--- config.mk ---
export PLATFORM = sky130hd
export DESIGN_NAME = bir_top
export DESIGN_NICKNAME = d
export VERILOG_FILES = /design/src/logic/bir_pkg.sv /design/src/logic/bir_sync.sv /design/src/logic/bir_line.sv /design/src/logic/bir_top.sv
export SDC_FILE = /design/constraint.sdc
export NUM_CORES = 1
export LEC_CHECK = 0
export ABC_AREA = 1
export BUFFER_PORTS_ARGS = -buffer_cell sky130_fd_sc_hd__buf_4
export CORE_ASPECT_RATIO = 2
export CORE_UTILIZATION = 45
export CTS_BUF_LIST = sky130_fd_sc_hd__clkbuf_4
export DETAILED_ROUTE_END_ITERATION = 8
export GPL_TIMING_DRIVEN = 0
export PLACE_DENSITY = 0.62
export SLEW_MARGIN = 20
export SYNTH_ARGS = -nofsm -noshare
export SYNTH_HDL_FRONTEND = slang
export SYNTH_SLANG_ARGS = --single-unit
export TNS_END_PERCENT = 20
--- constraint.sdc ---
create_clock -name clk_i -period 5.2 [get_ports clk_i]
set_input_delay 0.78 -clock clk_i [delete_from_list [all_inputs] [get_ports clk_i]]
set_output_delay 0.78 -clock clk_i [all_outputs]
set_load 0.01 [all_outputs]
--- src/logic/bir_pkg.sv ---
// Package: register map, field positions, reset values and timing for the interrupt router.
package bir_pkg;

  // ----------------------------------------------------------------
  // Register offsets (byte addresses, one 32-bit word each)
  // ----------------------------------------------------------------
  localparam logic [5:0] BIR_OFF_CTRL = 6'h00;
  localparam logic [5:0] BIR_OFF_ELSEL = 6'h04;
  localparam logic [5:0] BIR_OFF_ROUTE = 6'h08;
  localparam logic [5:0] BIR_OFF_MASK = 6'h0c;
  localparam logic [5:0] BIR_OFF_STATUS = 6'h10;
  localparam logic [5:0] BIR_OFF_EOI = 6'h14;
  localparam logic [5:0] BIR_OFF_VMEICS = 6'h18;
  localparam logic [5:0] BIR_OFF_SERACK = 6'h1c;
  localparam logic [5:0] BIR_OFF_VMEACK = 6'h20;
  localparam logic [5:0] BIR_OFF_VECBASE = 6'h24;

  // ----------------------------------------------------------------
  // Control register fields
  // ----------------------------------------------------------------
  localparam int BIR_CTRL_NMI_EN = 0;
  localparam int BIR_CTRL_MCK_PAR_EN = 1;
  localparam int BIR_CTRL_ABORT_EN = 2;
  localparam int BIR_CTRL_KBD_INT = 4;
  localparam logic [31:0] BIR_CTRL_RST = 32'h0000_0010;

  // ----------------------------------------------------------------
  // VME interrupt control/status fields
  // ----------------------------------------------------------------
  localparam int BIR_ICS_LVL_LSB = 0;
  localparam int BIR_ICS_IEN = 3;

  // ----------------------------------------------------------------
  // Line layout
  // ----------------------------------------------------------------
  localparam int BIR_NIRQ = 16;
  localparam logic [15:0] BIR_ELSEL_RST = 16'h0000;
  // Lines 0, 1, 2, 8 and 13 stay edge mode.
  localparam logic [15:0] BIR_ELSEL_FIXED = 16'h2107;
  // Lines that may receive a routed PCI interrupt.
  localparam logic [15:0] BIR_ROUTE_OK = 16'hdef8;
  // Lines whose pin is active low (8, 9, 10, 11, 14, 15).
  localparam logic [15:0] BIR_ACT_LOW = 16'hcf00;
  localparam logic [3:0] BIR_ROUTE_OFF = 4'h0;
  localparam logic [31:0] BIR_ROUTE_RST = 32'h0000_0000;
  localparam logic [7:0] BIR_VECBASE_RST = 8'h08;
  localparam logic [7:0] BIR_NO_VECTOR = 8'hff;

  // ----------------------------------------------------------------
  // Timer counter 0 period
  // ----------------------------------------------------------------
  localparam int BIR_CLK_MHZ = 100;
  localparam int BIR_TICK_US = 40;
  localparam int BIR_TICK_CYC = BIR_TICK_US * BIR_CLK_MHZ;

endpackage : bir_pkg

--- src/logic/bir_sync.sv ---
// Two flip-flop synchroniser for one asynchronous level.
`timescale 1ns/100ps
`default_nettype none
module bir_sync #(
  parameter logic RST_VAL = 1'b0
) (
  // Clock and reset
  input wire logic clk_i,
  input wire logic srst_i,
  // Level
  input wire logic d_i,
  output logic q_o
);
  typedef struct packed {
    logic s1;
    logic s2;
  } bir_sync_type;

  bir_sync_type st_ff;
  bir_sync_type nxt_st;

  always_comb begin
    nxt_st.s1 = d_i;
    nxt_st.s2 = st_ff.s1;
  end

  always_ff @(posedge clk_i) begin
    if (srst_i) begin
      st_ff <= '{s1: RST_VAL, s2: RST_VAL};
    end else begin
      st_ff <= nxt_st;
    end
  end

  assign q_o = st_ff.s2;
endmodule : bir_sync
`default_nettype wire

--- src/logic/bir_line.sv ---
// One request line: edge or level capture with pending flag and end-of-interrupt clear.
`timescale 1ns/100ps
`default_nettype none
module bir_line (
  // Clock and reset
  input wire logic clk_i,
  input wire logic srst_i,
  // Request and control
  input wire logic req_i,
  input wire logic level_i,
  input wire logic eoi_i,
  output logic pend_o
);
  typedef struct packed {
    logic last;
    logic pend;
  } bir_line_type;

  bir_line_type st_ff;
  bir_line_type nxt_st;

  always_comb begin
    nxt_st.last = req_i;
    nxt_st.pend = st_ff.pend;
    if (eoi_i) begin
      nxt_st.pend = 1'b0;
    end
    // Level re-evaluated
    if (level_i) begin
      nxt_st.pend = req_i;
    end else if (req_i && !st_ff.last) begin
      nxt_st.pend = 1'b1;
    end
  end

  always_ff @(posedge clk_i) begin
    if (srst_i) begin
      st_ff <= '0;
    end else begin
      st_ff <= nxt_st;
    end
  end

  assign pend_o = st_ff.pend;
endmodule : bir_line
`default_nettype wire

--- src/logic/bir_top.sv ---
// Board interrupt router: cascaded controllers, PCI routing, error escalation, pseudo acks.
//
// Function
// Bus error low raises NMI when enabled.
// NMI high raises machine check request.
// Bus or parity error raises check when enabled.
// Fifteen requests, secondary cascaded into primary.
// Edge/level selectable except five fixed lines.
// Four route registers steer PCI lines.
// Several PCI lines may share one line.
// Software sets routed lines to level mode.
// All lines reset to edge mode.
// Priority 0,1, then 8-15, then 3-7.
// Line 8 and level lines active low; the code fixes lines 8-11, 14 and 15 active low whatever their mode.
// Line 0 comes from internal timer.
// Software clears keyboard select bit four.
// Counter and serial share line 9.
// Encoded VME level raises bridge interrupt.
// Handler reads level then matching ack.
// Byte read of serial ack returns vector.
// Abort switch raises line 8 when enabled.
// Graphics and mezzanine share PCI line 3.
// Bridge interrupt needs enable and nonzero level.
// Pending level bits mirror encoded lines.
// Level lines stay pending while held.
`timescale 1ns/100ps
`default_nettype none
module bir_top (
  // Clock and reset
  input wire logic clk_i,
  input wire logic srst_i,
  // Avalon-MM slave
  input wire logic [5:0] avs_address_i,
  input wire logic avs_read_i,
  input wire logic avs_write_i,
  input wire logic [31:0] avs_writedata_i,
  input wire logic [3:0] avs_byteenable_i,
  output logic [31:0] avs_readdata_o,
  output logic avs_waitrequest_o,
  // Error and machine check
  input wire logic serr_n_i,
  input wire logic perr_n_i,
  output logic nmi_o,
  output logic machine_check_request_n_o,
  // ISA request pins, index = line number (0, 1 and 2 unused)
  input wire logic [15:0] irq_pin_i,
  input wire logic kbd_ext_irq_i,
  // PCI interrupt lines, active low
  input wire logic [2:0] pci_irq_lines_n_i,
  input wire logic gfx_irq_n_i,
  input wire logic mezz_irq_n_i,
  // VME interface and abort
  input wire logic [2:0] encoded_level_lines_n_i,
  input wire logic abort_switch_n_i,
  output logic abort_to_counter_o,
  // Pseudo acknowledge vectors from peripherals
  input wire logic counter_irq_i,
  input wire logic [7:0] counter_vec_i,
  input wire logic [7:0] serial_vec_i,
  input wire logic [7:0] vme_vec_i,
  output logic [2:0] vme_ack_level_o,
  // Interrupt to processor
  output logic intr_o,
  output logic [7:0] intr_vec_o
);
  import bir_pkg::*;

  // ----------------------------------------------------------------
  // State
  // ----------------------------------------------------------------
  typedef struct packed {
    logic [31:0] ctrl;
    logic [15:0] elsel;
    logic [31:0] route;
    logic [15:0] mask;
    logic bridge_irq_enable;
    logic [7:0] vecbase;
    logic [31:0] rdata;
    logic ack;
    logic [15:0] eoi;
    logic [12:0] tick;
    logic timer;
    logic nmi;
    logic [2:0] pending_level_field;
    logic [3:0] best;
    logic any;
  } bir_state_type;

  bir_state_type st_ff;
  bir_state_type nxt_st;

  // ----------------------------------------------------------------
  // Input synchronisers
  // ----------------------------------------------------------------
  localparam int NSYNC = 28;
  // Each synchroniser resets to its pin's idle level, so no false edge follows reset.
  localparam logic [NSYNC-1:0] SYNC_IDLE = {BIR_ACT_LOW, 1'b0, 2'b11, 3'b111, 3'b111, 3'b111};
  logic [NSYNC-1:0] raw_in;
  logic [NSYNC-1:0] syn;
  assign raw_in = {irq_pin_i, kbd_ext_irq_i, serr_n_i, perr_n_i,
                   pci_irq_lines_n_i, gfx_irq_n_i, mezz_irq_n_i,
                   abort_switch_n_i, encoded_level_lines_n_i};
  genvar gi;
  generate
    for (gi = 0; gi < NSYNC; gi++) begin : g_sync
      bir_sync #(.RST_VAL(SYNC_IDLE[gi])) u_sync (
        .clk_i(clk_i),
        .srst_i(srst_i),
        .d_i(raw_in[gi]),
        .q_o(syn[gi])
      );
    end
  endgenerate
  logic abort_n_s;

  logic [15:0] pin_s;
  logic kbd_s, serr_n_s, perr_n_s, gfx_n_s, mezz_n_s;
  logic [2:0] pci_n_s;
  logic [2:0] ipl_n_s;
  assign pin_s = syn[27:12];
  assign kbd_s = syn[11];
  assign serr_n_s = syn[10];
  assign perr_n_s = syn[9];
  assign pci_n_s = syn[8:6];
  assign gfx_n_s = syn[5];
  assign mezz_n_s = syn[4];
  assign ipl_n_s = syn[2:0];
  assign abort_n_s = syn[3];

  // The abort pin is inverted and passed, unsynchronised, to the counter device's port input.
  // Abort to counter
  assign abort_to_counter_o = !abort_switch_n_i;

  // ----------------------------------------------------------------
  // Request assembly
  // ----------------------------------------------------------------
  logic [3:0] pci_act;
  logic [2:0] pending_level_field_now;
  logic bridge_irq;
  logic [15:0] routed;
  logic [15:0] req;
  logic [15:0] pend;
  logic [15:0] level;
  logic [15:0] active;

  // Shared PCI line
  assign pci_act[3] = !gfx_n_s || !mezz_n_s;
  assign pending_level_field_now = ~ipl_n_s;
  // Bridge interrupt gate
  assign bridge_irq = st_ff.bridge_irq_enable && (st_ff.pending_level_field != 3'h0);
  // Bridge drives PCI 1
  assign pci_act[1] = !pci_n_s[1] || bridge_irq;
  assign pci_act[0] = !pci_n_s[0];
  assign pci_act[2] = !pci_n_s[2];

  always_comb begin
    routed = '0;
    // Route steering
    for (int p = 0; p < 4; p++) begin
      for (int l = 0; l < BIR_NIRQ; l++) begin
        // OR onto shared line
        if (BIR_ROUTE_OK[l] && st_ff.route[p*8 +: 4] == 4'(l) && pci_act[p]) begin
          routed[l] = 1'b1;
        end
      end
    end
  end

  // Pin polarity
  assign active = pin_s ^ BIR_ACT_LOW;

  always_comb begin
    req = active | routed;
    // Internal timer
    req[0] = st_ff.timer;
    // Keyboard source select
    req[1] = st_ff.ctrl[BIR_CTRL_KBD_INT] ? 1'b0 : kbd_s;
    // Abort on line 8
    req[8] = (st_ff.ctrl[BIR_CTRL_ABORT_EN] && !abort_n_s) || !pin_s[8];
    // Counter and serial shared
    req[9] = active[9] || counter_irq_i;
    req[2] = 1'b0;
    req[13] = active[13];
  end

  // Fixed lines forced edge
  assign level = st_ff.elsel & ~BIR_ELSEL_FIXED;

  // Fifteen request lines
  generate
    for (gi = 0; gi < BIR_NIRQ; gi++) begin : g_line
      bir_line u_line (
        .clk_i(clk_i),
        .srst_i(srst_i),
        .req_i(req[gi] && gi != 2),
        .level_i(level[gi]),
        .eoi_i(st_ff.eoi[gi]),
        .pend_o(pend[gi])
      );
    end
  endgenerate

  // ----------------------------------------------------------------
  // Priority resolution
  // ----------------------------------------------------------------
  localparam logic [3:0] PRIO [0:14] = '{4'h0, 4'h1, 4'h8, 4'h9, 4'ha, 4'hb, 4'hc,
                                         4'hd, 4'he, 4'hf, 4'h3, 4'h4, 4'h5, 4'h6, 4'h7};
  logic [15:0] eligible;
  logic [3:0] best;
  logic any;
  assign eligible = pend & ~st_ff.mask;

  always_comb begin
    best = 4'h0;
    any = 1'b0;
    // Cascade priority order
    for (int k = 14; k >= 0; k--) begin
      if (eligible[PRIO[k]]) begin
        best = PRIO[k];
        any = 1'b1;
      end
    end
  end

  // ----------------------------------------------------------------
  // Bus slave and next state
  // ----------------------------------------------------------------
  logic wr, rd;
  logic [31:0] wmask;
  assign wr = avs_write_i && !st_ff.ack;
  assign rd = avs_read_i && !st_ff.ack;
  assign wmask = {{8{avs_byteenable_i[3]}}, {8{avs_byteenable_i[2]}},
                  {8{avs_byteenable_i[1]}}, {8{avs_byteenable_i[0]}}};

  always_comb begin
    nxt_st = st_ff;
    nxt_st.ack = (avs_read_i || avs_write_i) && !st_ff.ack;
    nxt_st.eoi = '0;
    nxt_st.pending_level_field = pending_level_field_now;
    nxt_st.best = best;
    nxt_st.any = any;
    nxt_st.timer = 1'b0;
    nxt_st.tick = st_ff.tick + 13'h1;
    if (st_ff.tick == 13'(BIR_TICK_CYC - 1)) begin
      nxt_st.tick = '0;
      nxt_st.timer = 1'b1;
    end
    // SERR to NMI
    nxt_st.nmi = st_ff.ctrl[BIR_CTRL_NMI_EN] && !serr_n_s;
    if (wr) begin
      unique case (avs_address_i)
        BIR_OFF_CTRL: nxt_st.ctrl = (st_ff.ctrl & ~wmask) | (avs_writedata_i & wmask);
        BIR_OFF_ELSEL: begin
          if (avs_byteenable_i[0]) nxt_st.elsel[7:0] = avs_writedata_i[7:0];
          if (avs_byteenable_i[1]) nxt_st.elsel[15:8] = avs_writedata_i[15:8];
        end
        BIR_OFF_ROUTE: nxt_st.route = (st_ff.route & ~wmask) | (avs_writedata_i & wmask);
        BIR_OFF_MASK: begin
          if (avs_byteenable_i[0]) nxt_st.mask[7:0] = avs_writedata_i[7:0];
          if (avs_byteenable_i[1]) nxt_st.mask[15:8] = avs_writedata_i[15:8];
        end
        BIR_OFF_EOI: nxt_st.eoi = avs_writedata_i[15:0];
        BIR_OFF_VMEICS: begin
          if (avs_byteenable_i[0]) nxt_st.bridge_irq_enable = avs_writedata_i[BIR_ICS_IEN];
        end
        BIR_OFF_VECBASE: begin
          if (avs_byteenable_i[0]) nxt_st.vecbase = avs_writedata_i[7:0];
        end
        default: ;
      endcase
    end
    nxt_st.rdata = '0;
    if (rd) begin
      unique case (avs_address_i)
        BIR_OFF_CTRL: nxt_st.rdata = st_ff.ctrl;
        BIR_OFF_ELSEL: nxt_st.rdata = {16'h0, level};
        BIR_OFF_ROUTE: nxt_st.rdata = st_ff.route;
        BIR_OFF_MASK: nxt_st.rdata = {16'h0, st_ff.mask};
        BIR_OFF_STATUS: nxt_st.rdata = {16'h0, pend};
        // Level mirror
        BIR_OFF_VMEICS: nxt_st.rdata = {28'h0, st_ff.bridge_irq_enable, st_ff.pending_level_field};
        // Serial ack vector
        BIR_OFF_SERACK: nxt_st.rdata = {24'h0, counter_irq_i ? counter_vec_i : serial_vec_i};
        BIR_OFF_VMEACK: nxt_st.rdata = {24'h0, vme_vec_i};
        BIR_OFF_VECBASE: nxt_st.rdata = {24'h0, st_ff.vecbase};
        default: nxt_st.rdata = '0;
      endcase
    end
  end

  always_ff @(posedge clk_i) begin
    if (srst_i) begin
      st_ff.ctrl <= BIR_CTRL_RST;
      // Edge mode after reset
      st_ff.elsel <= BIR_ELSEL_RST;
      st_ff.route <= BIR_ROUTE_RST;
      st_ff.mask <= '0;
      st_ff.bridge_irq_enable <= 1'b0;
      st_ff.vecbase <= BIR_VECBASE_RST;
      st_ff.rdata <= '0;
      st_ff.ack <= 1'b0;
      st_ff.eoi <= '0;
      st_ff.tick <= '0;
      st_ff.timer <= 1'b0;
      st_ff.nmi <= 1'b0;
      st_ff.pending_level_field <= '0;
      st_ff.best <= '0;
      st_ff.any <= 1'b0;
    end else begin
      st_ff <= nxt_st;
    end
  end

  // ----------------------------------------------------------------
  // Outputs
  // ----------------------------------------------------------------
  assign avs_waitrequest_o = !st_ff.ack;
  assign avs_readdata_o = st_ff.rdata;
  assign nmi_o = st_ff.nmi;
  // NMI to machine check
  // Parity error check
  assign machine_check_request_n_o = !(st_ff.nmi ||
      (st_ff.ctrl[BIR_CTRL_MCK_PAR_EN] && (!serr_n_s || !perr_n_s)));
  assign vme_ack_level_o = st_ff.pending_level_field;
  assign intr_o = st_ff.any;
  assign intr_vec_o = st_ff.vecbase + {4'h0, st_ff.best};
endmodule : bir_top
`default_nettype wire

==> summary by stage <==
Detailed routing
The first detailed-routing pass took 5 iterations. The number of violations reported at the end of detailed-routing iteration 0 is between 400 and 500. In the routed design, unresolved DRC markers number 0. Detailed routing inserted a total of approximately 9,000 vias. The count of nets left with antenna violations once routing finished came out at 0. The final wirelength is around 31 mm.

The detail-routed via count per cell is 5.24. Dividing the detail-routed wire length by the instance count gives roughly 18 um.

Clock network
The number of clock sinks seen by CTS is about 250. The TritonCTS clock tree is yes. The number of hold buffers added after CTS was 0. The number of post-CTS setup repair buffers is 0.

At the later pin of the worst-skew pair, clock insertion delay measures 0.70 ns. Post-CTS repair changed the size of 0 cells. The clock tree root driver cell is clkbuf_4.

In this run the number of H-tree levels came out at 2. The clock transition at the register clock pins on the worst setup and hold paths after CTS is around 0.070 ns. The number of CTS-inserted buffers is 54. No sink is reached through more buffers than the 3 on the longest clock path.

Job
The number of max-cap violations is 0.

Timing
The worst hold margin is ~0.28 ns. Between clock sinks in the finished design, the worst skew comes to 0.0498 ns. Setup repair after global routing left no endpoint under its margin.

The worst pin sits at a relative slew slack of 0.453. The final setup slack of the worst path is ~2.0 ns. The share of the cycle needed by the critical path after routing is 0.623. In the final timing run, aggregate negative setup slack is 0 ns. The number of hold-slack violations in the final timing report is 0. The number of pins exceeding their max-slew limit in the final report is 0.

Setup violations remaining at the end of the flow were counted as 0. The timing-limited maximum frequency is 0.309 GHz. The pin slew with the least headroom to its limit is 0.821 ns. The time the final worst path needs with I/O delays and setup is around 3.2 ns.

Die
The floorplan core area is 0.0216 mm2. The top-level port count is 147. The area of the die is approximately 0.023 mm2. The floorplan step set the die width to between 100 and 150 um.

In this run the vertical extent of the chip is between 200 and 250 um. The number of placement rows is between 70 and 80. The effective utilization at floorplan is 0.461.

Hold path
In this run the most critical hold path is launched from irq_pin_i[15]. The end point of the most critical hold path is g_sync[27].u_sync.nxt_st[0]$_SDFF_PP1_. Along the worst hold path, the cell count comes to 2. The type of the tightest min-delay check is in -> reg.

Power and ir drop
After layout, the design draws a total of ~3.7 mW. The worst-case IR drop observed on VDD is about 0.00017 V. Summed over all cells, the static leakage comes to approximately 5.1 nW. The power per unit of standard cell area is 308 mW/mm2.

Critical path
The largest single stage delay on the critical path is 0.35 ns. In this run the critical register-to-register path is launched from st_ff[39]$_SDFF_PP0_. The worst-case register-to-register setup slack is ~3.4 ns.

In this run the critical register-to-register path is captured at st_ff[28]$_SDFF_PP0_. The highest fanout seen on the critical path is 4. By startpoint and endpoint, the worst setup path is classified as reg -> out. The required time of the critical path is ~4.4 ns. The data arrival at the endpoint of the critical path is 2.46 ns. The critical path capture point type is a primary output. For the worst flop-to-flop path, the logic depth is 6. The worst setup path is launched from a flop. Traced cell by cell, the critical path runs through ha_1 -> nand3_1 -> nand2_1 -> a21oi_1 -> or2_2 -> nor3_1 -> xor2_1 -> buf_4. The number of buffers and inverters on the critical path is 1. Grouping stages by cell kind, the critical path spends the most delay in simple AND/OR/NAND/NOR gates. The library cell contributing the largest single delay on the critical path is ha_1. Counting buffers and inverters, the worst setup path is 8 cells deep.

Synth
After synthesis, the mean cell area works out to 8.14 um2. For this run, the leading register cell type out of synthesis is dfxtp_1. The number of nets handed over by synthesis was 1,326. The portion of the post-synthesis area used by sequential elements is 0.505. Counting flops with a built-in enable in the synthesized netlist gives 0. The async set-reset flop share out of synthesis is 0. The synthesized netlist contains ~50 unique library cells. Synthesis handed over a netlist of between 1,000 and 1,500 instances.

The count of synthesis-stage warnings from yosys is 0. Counting flops and latches in the post-synthesis netlist gives 251. The synthesized netlist occupies a cell area of about 0.01 mm2.

Cells and area
Across the whole layout, storage elements account for between 0.005 and 0.006 mm2. Summing all multi-input logic gate instances after layout gives just under 0.004 mm2. Fill cells in the final layout number 2,179. The finished layout holds around 1,700 standard cells, fillers aside. The post-layout net count is about 1,500. The proportion of layout cells with a drive suffix above 1 is 0.244. The synthesis-to-finish area growth is 20.6%.

Status
The flow ran to the end, and the final reports show no timing, DRC or antenna violations.

Placed design
The worst setup timing slack at the placement stage is ~2.4 ns. In this run, placement finished with an instance count of ~1,600. The HPWL reported at the end of detailed placement is between 20 and 25 mm. At the end of routability-driven placement, the weighted congestion stood at ~0.95. In this run the tool buffered the top-level ports with between 100 and 150 buffer cells.

GRT
Global routing finished with a remaining overflow of 0. The number of global-route vias before repair was 8,925. The first-pass GRT wire length is between 40 and 50 mm. Entering global routing, the biggest net connects 14 pins. In the global route stage, overall resource usage came out at 0.279. The number of antenna violations at the first check in global routing is 1.
Yosys cell counts, drive strengths merged (6+ instances only):
library cell  number  area share
dfxtp            251        0.51
nand2            165       0.066
nor2             154       0.070
inv              137       0.052
a21oi            131       0.066
o21ai            110       0.055
buf               56       0.041
or2               39       0.025
nand3             36       0.020
a22oi             24       0.018
clkbuf            22      0.0083
nand4             12      0.0076
nor3              10      0.0067
a31oi              9      0.0057
o41ai              8      0.0070
o22ai              6      0.0038
metal layers:
layer | routed length [um] | part of all wire | track usage
met1 | 10700 | 0.34 | 0.270
met2 | 16600 | 0.53 | 0.522
met3 | 1520 | 0.049 | 0.0356
met4 | 2320 | 0.075 | 0.218
met5 | 0 | 0 | 0
where the power goes:
group | total (mW) | switching (mW) | internal (mW)
registers | 1.98 | 0.0187 | 1.96
clock network | 1.44 | 0.738 | 0.706
logic | 0.267 | 0.159 | 0.108
total | 3.69 | 0.916 | 2.77
per-stage QoR:
step	instance area (um2)	util
6_report	12000	0.555
5_1_grt	12000	0.555
4_1_cts	12000	0.555
3_5_place_dp	11300	0.526
3_3_place_gp	11300	0.526
2_1_floorplan	9940	-
worst max path at each step:
stage,from,end
after floorplan,st_ff[74]$_SDFFE_PP0P_,intr_vec_o[7]
after global placement,srst_i,avs_readdata_o[4]$_SDFF_PP0_
after detailed placement,srst_i,flop
after CTS,st_ff[74]$_SDFFE_PP0P_,intr_vec_o[7]
after global routing,st_ff[74]$_SDFFE_PP0P_,intr_vec_o[7]
final,st_ff[74]$_SDFFE_PP0P_,intr_vec_o[7]
cells in the final DEF, fill, tap and decap left out, drive strengths merged, types with 5 or more instances in the layout:
| master | instances |
|---|---|
| buf | 198 |
| dfxtp | 251 |
| nand2 | 165 |
| nor3 | 10 |
| inv | 137 |
| clkinv | 12 |
| o41ai | 8 |
| a22oi | 24 |
| ha | 5 |
| xor2 | 5 |
| or2 | 39 |
| a21oi | 131 |
| a221oi | 5 |
| nor2 | 154 |
| clkbuf | 97 |
| o22ai | 6 |
| nand4 | 12 |
| o21ai | 110 |
| nand3 | 36 |
| a31oi | 9 |
| nor4 | 5 |
cells by family (layout without fill, tap and decap cells):
| group | after synthesis | in the layout | synth area share |
|---|---|---|---|
| and+or+nand+nor | 427 | 427 | 0.201 |
| AOI/OAI and AO/OA | 314 | 314 | 0.178 |
| DFF | 251 | 251 | 0.505 |
| buffers and inverters | 217 | 445 | 0.101 |
| adders and majority gates | 6 | 6 | 0.00831 |
| xor gates and xnor gates | 6 | 6 | 0.00529 |
| other | 0 | 1 | 0 |
final cells by class:
| cell class | instances | area share |
|---|---|---|
| Antenna cell | 1 | 0.000209 |
| Buffer | 78 | 0.0406 |
| Clock buffer | 75 | 0.0470 |
| Clock inverter | 11 | 0.00585 |
| Inverter | 139 | 0.0435 |
| Multi-Input combinational cell | 753 | 0.326 |
| Sequential cell | 251 | 0.419 |
| Tap cell | 273 | 0.0285 |
| Timing Repair Buffer | 142 | 0.0889 |
Note: power is estimated with default switching activity, not from simulation.
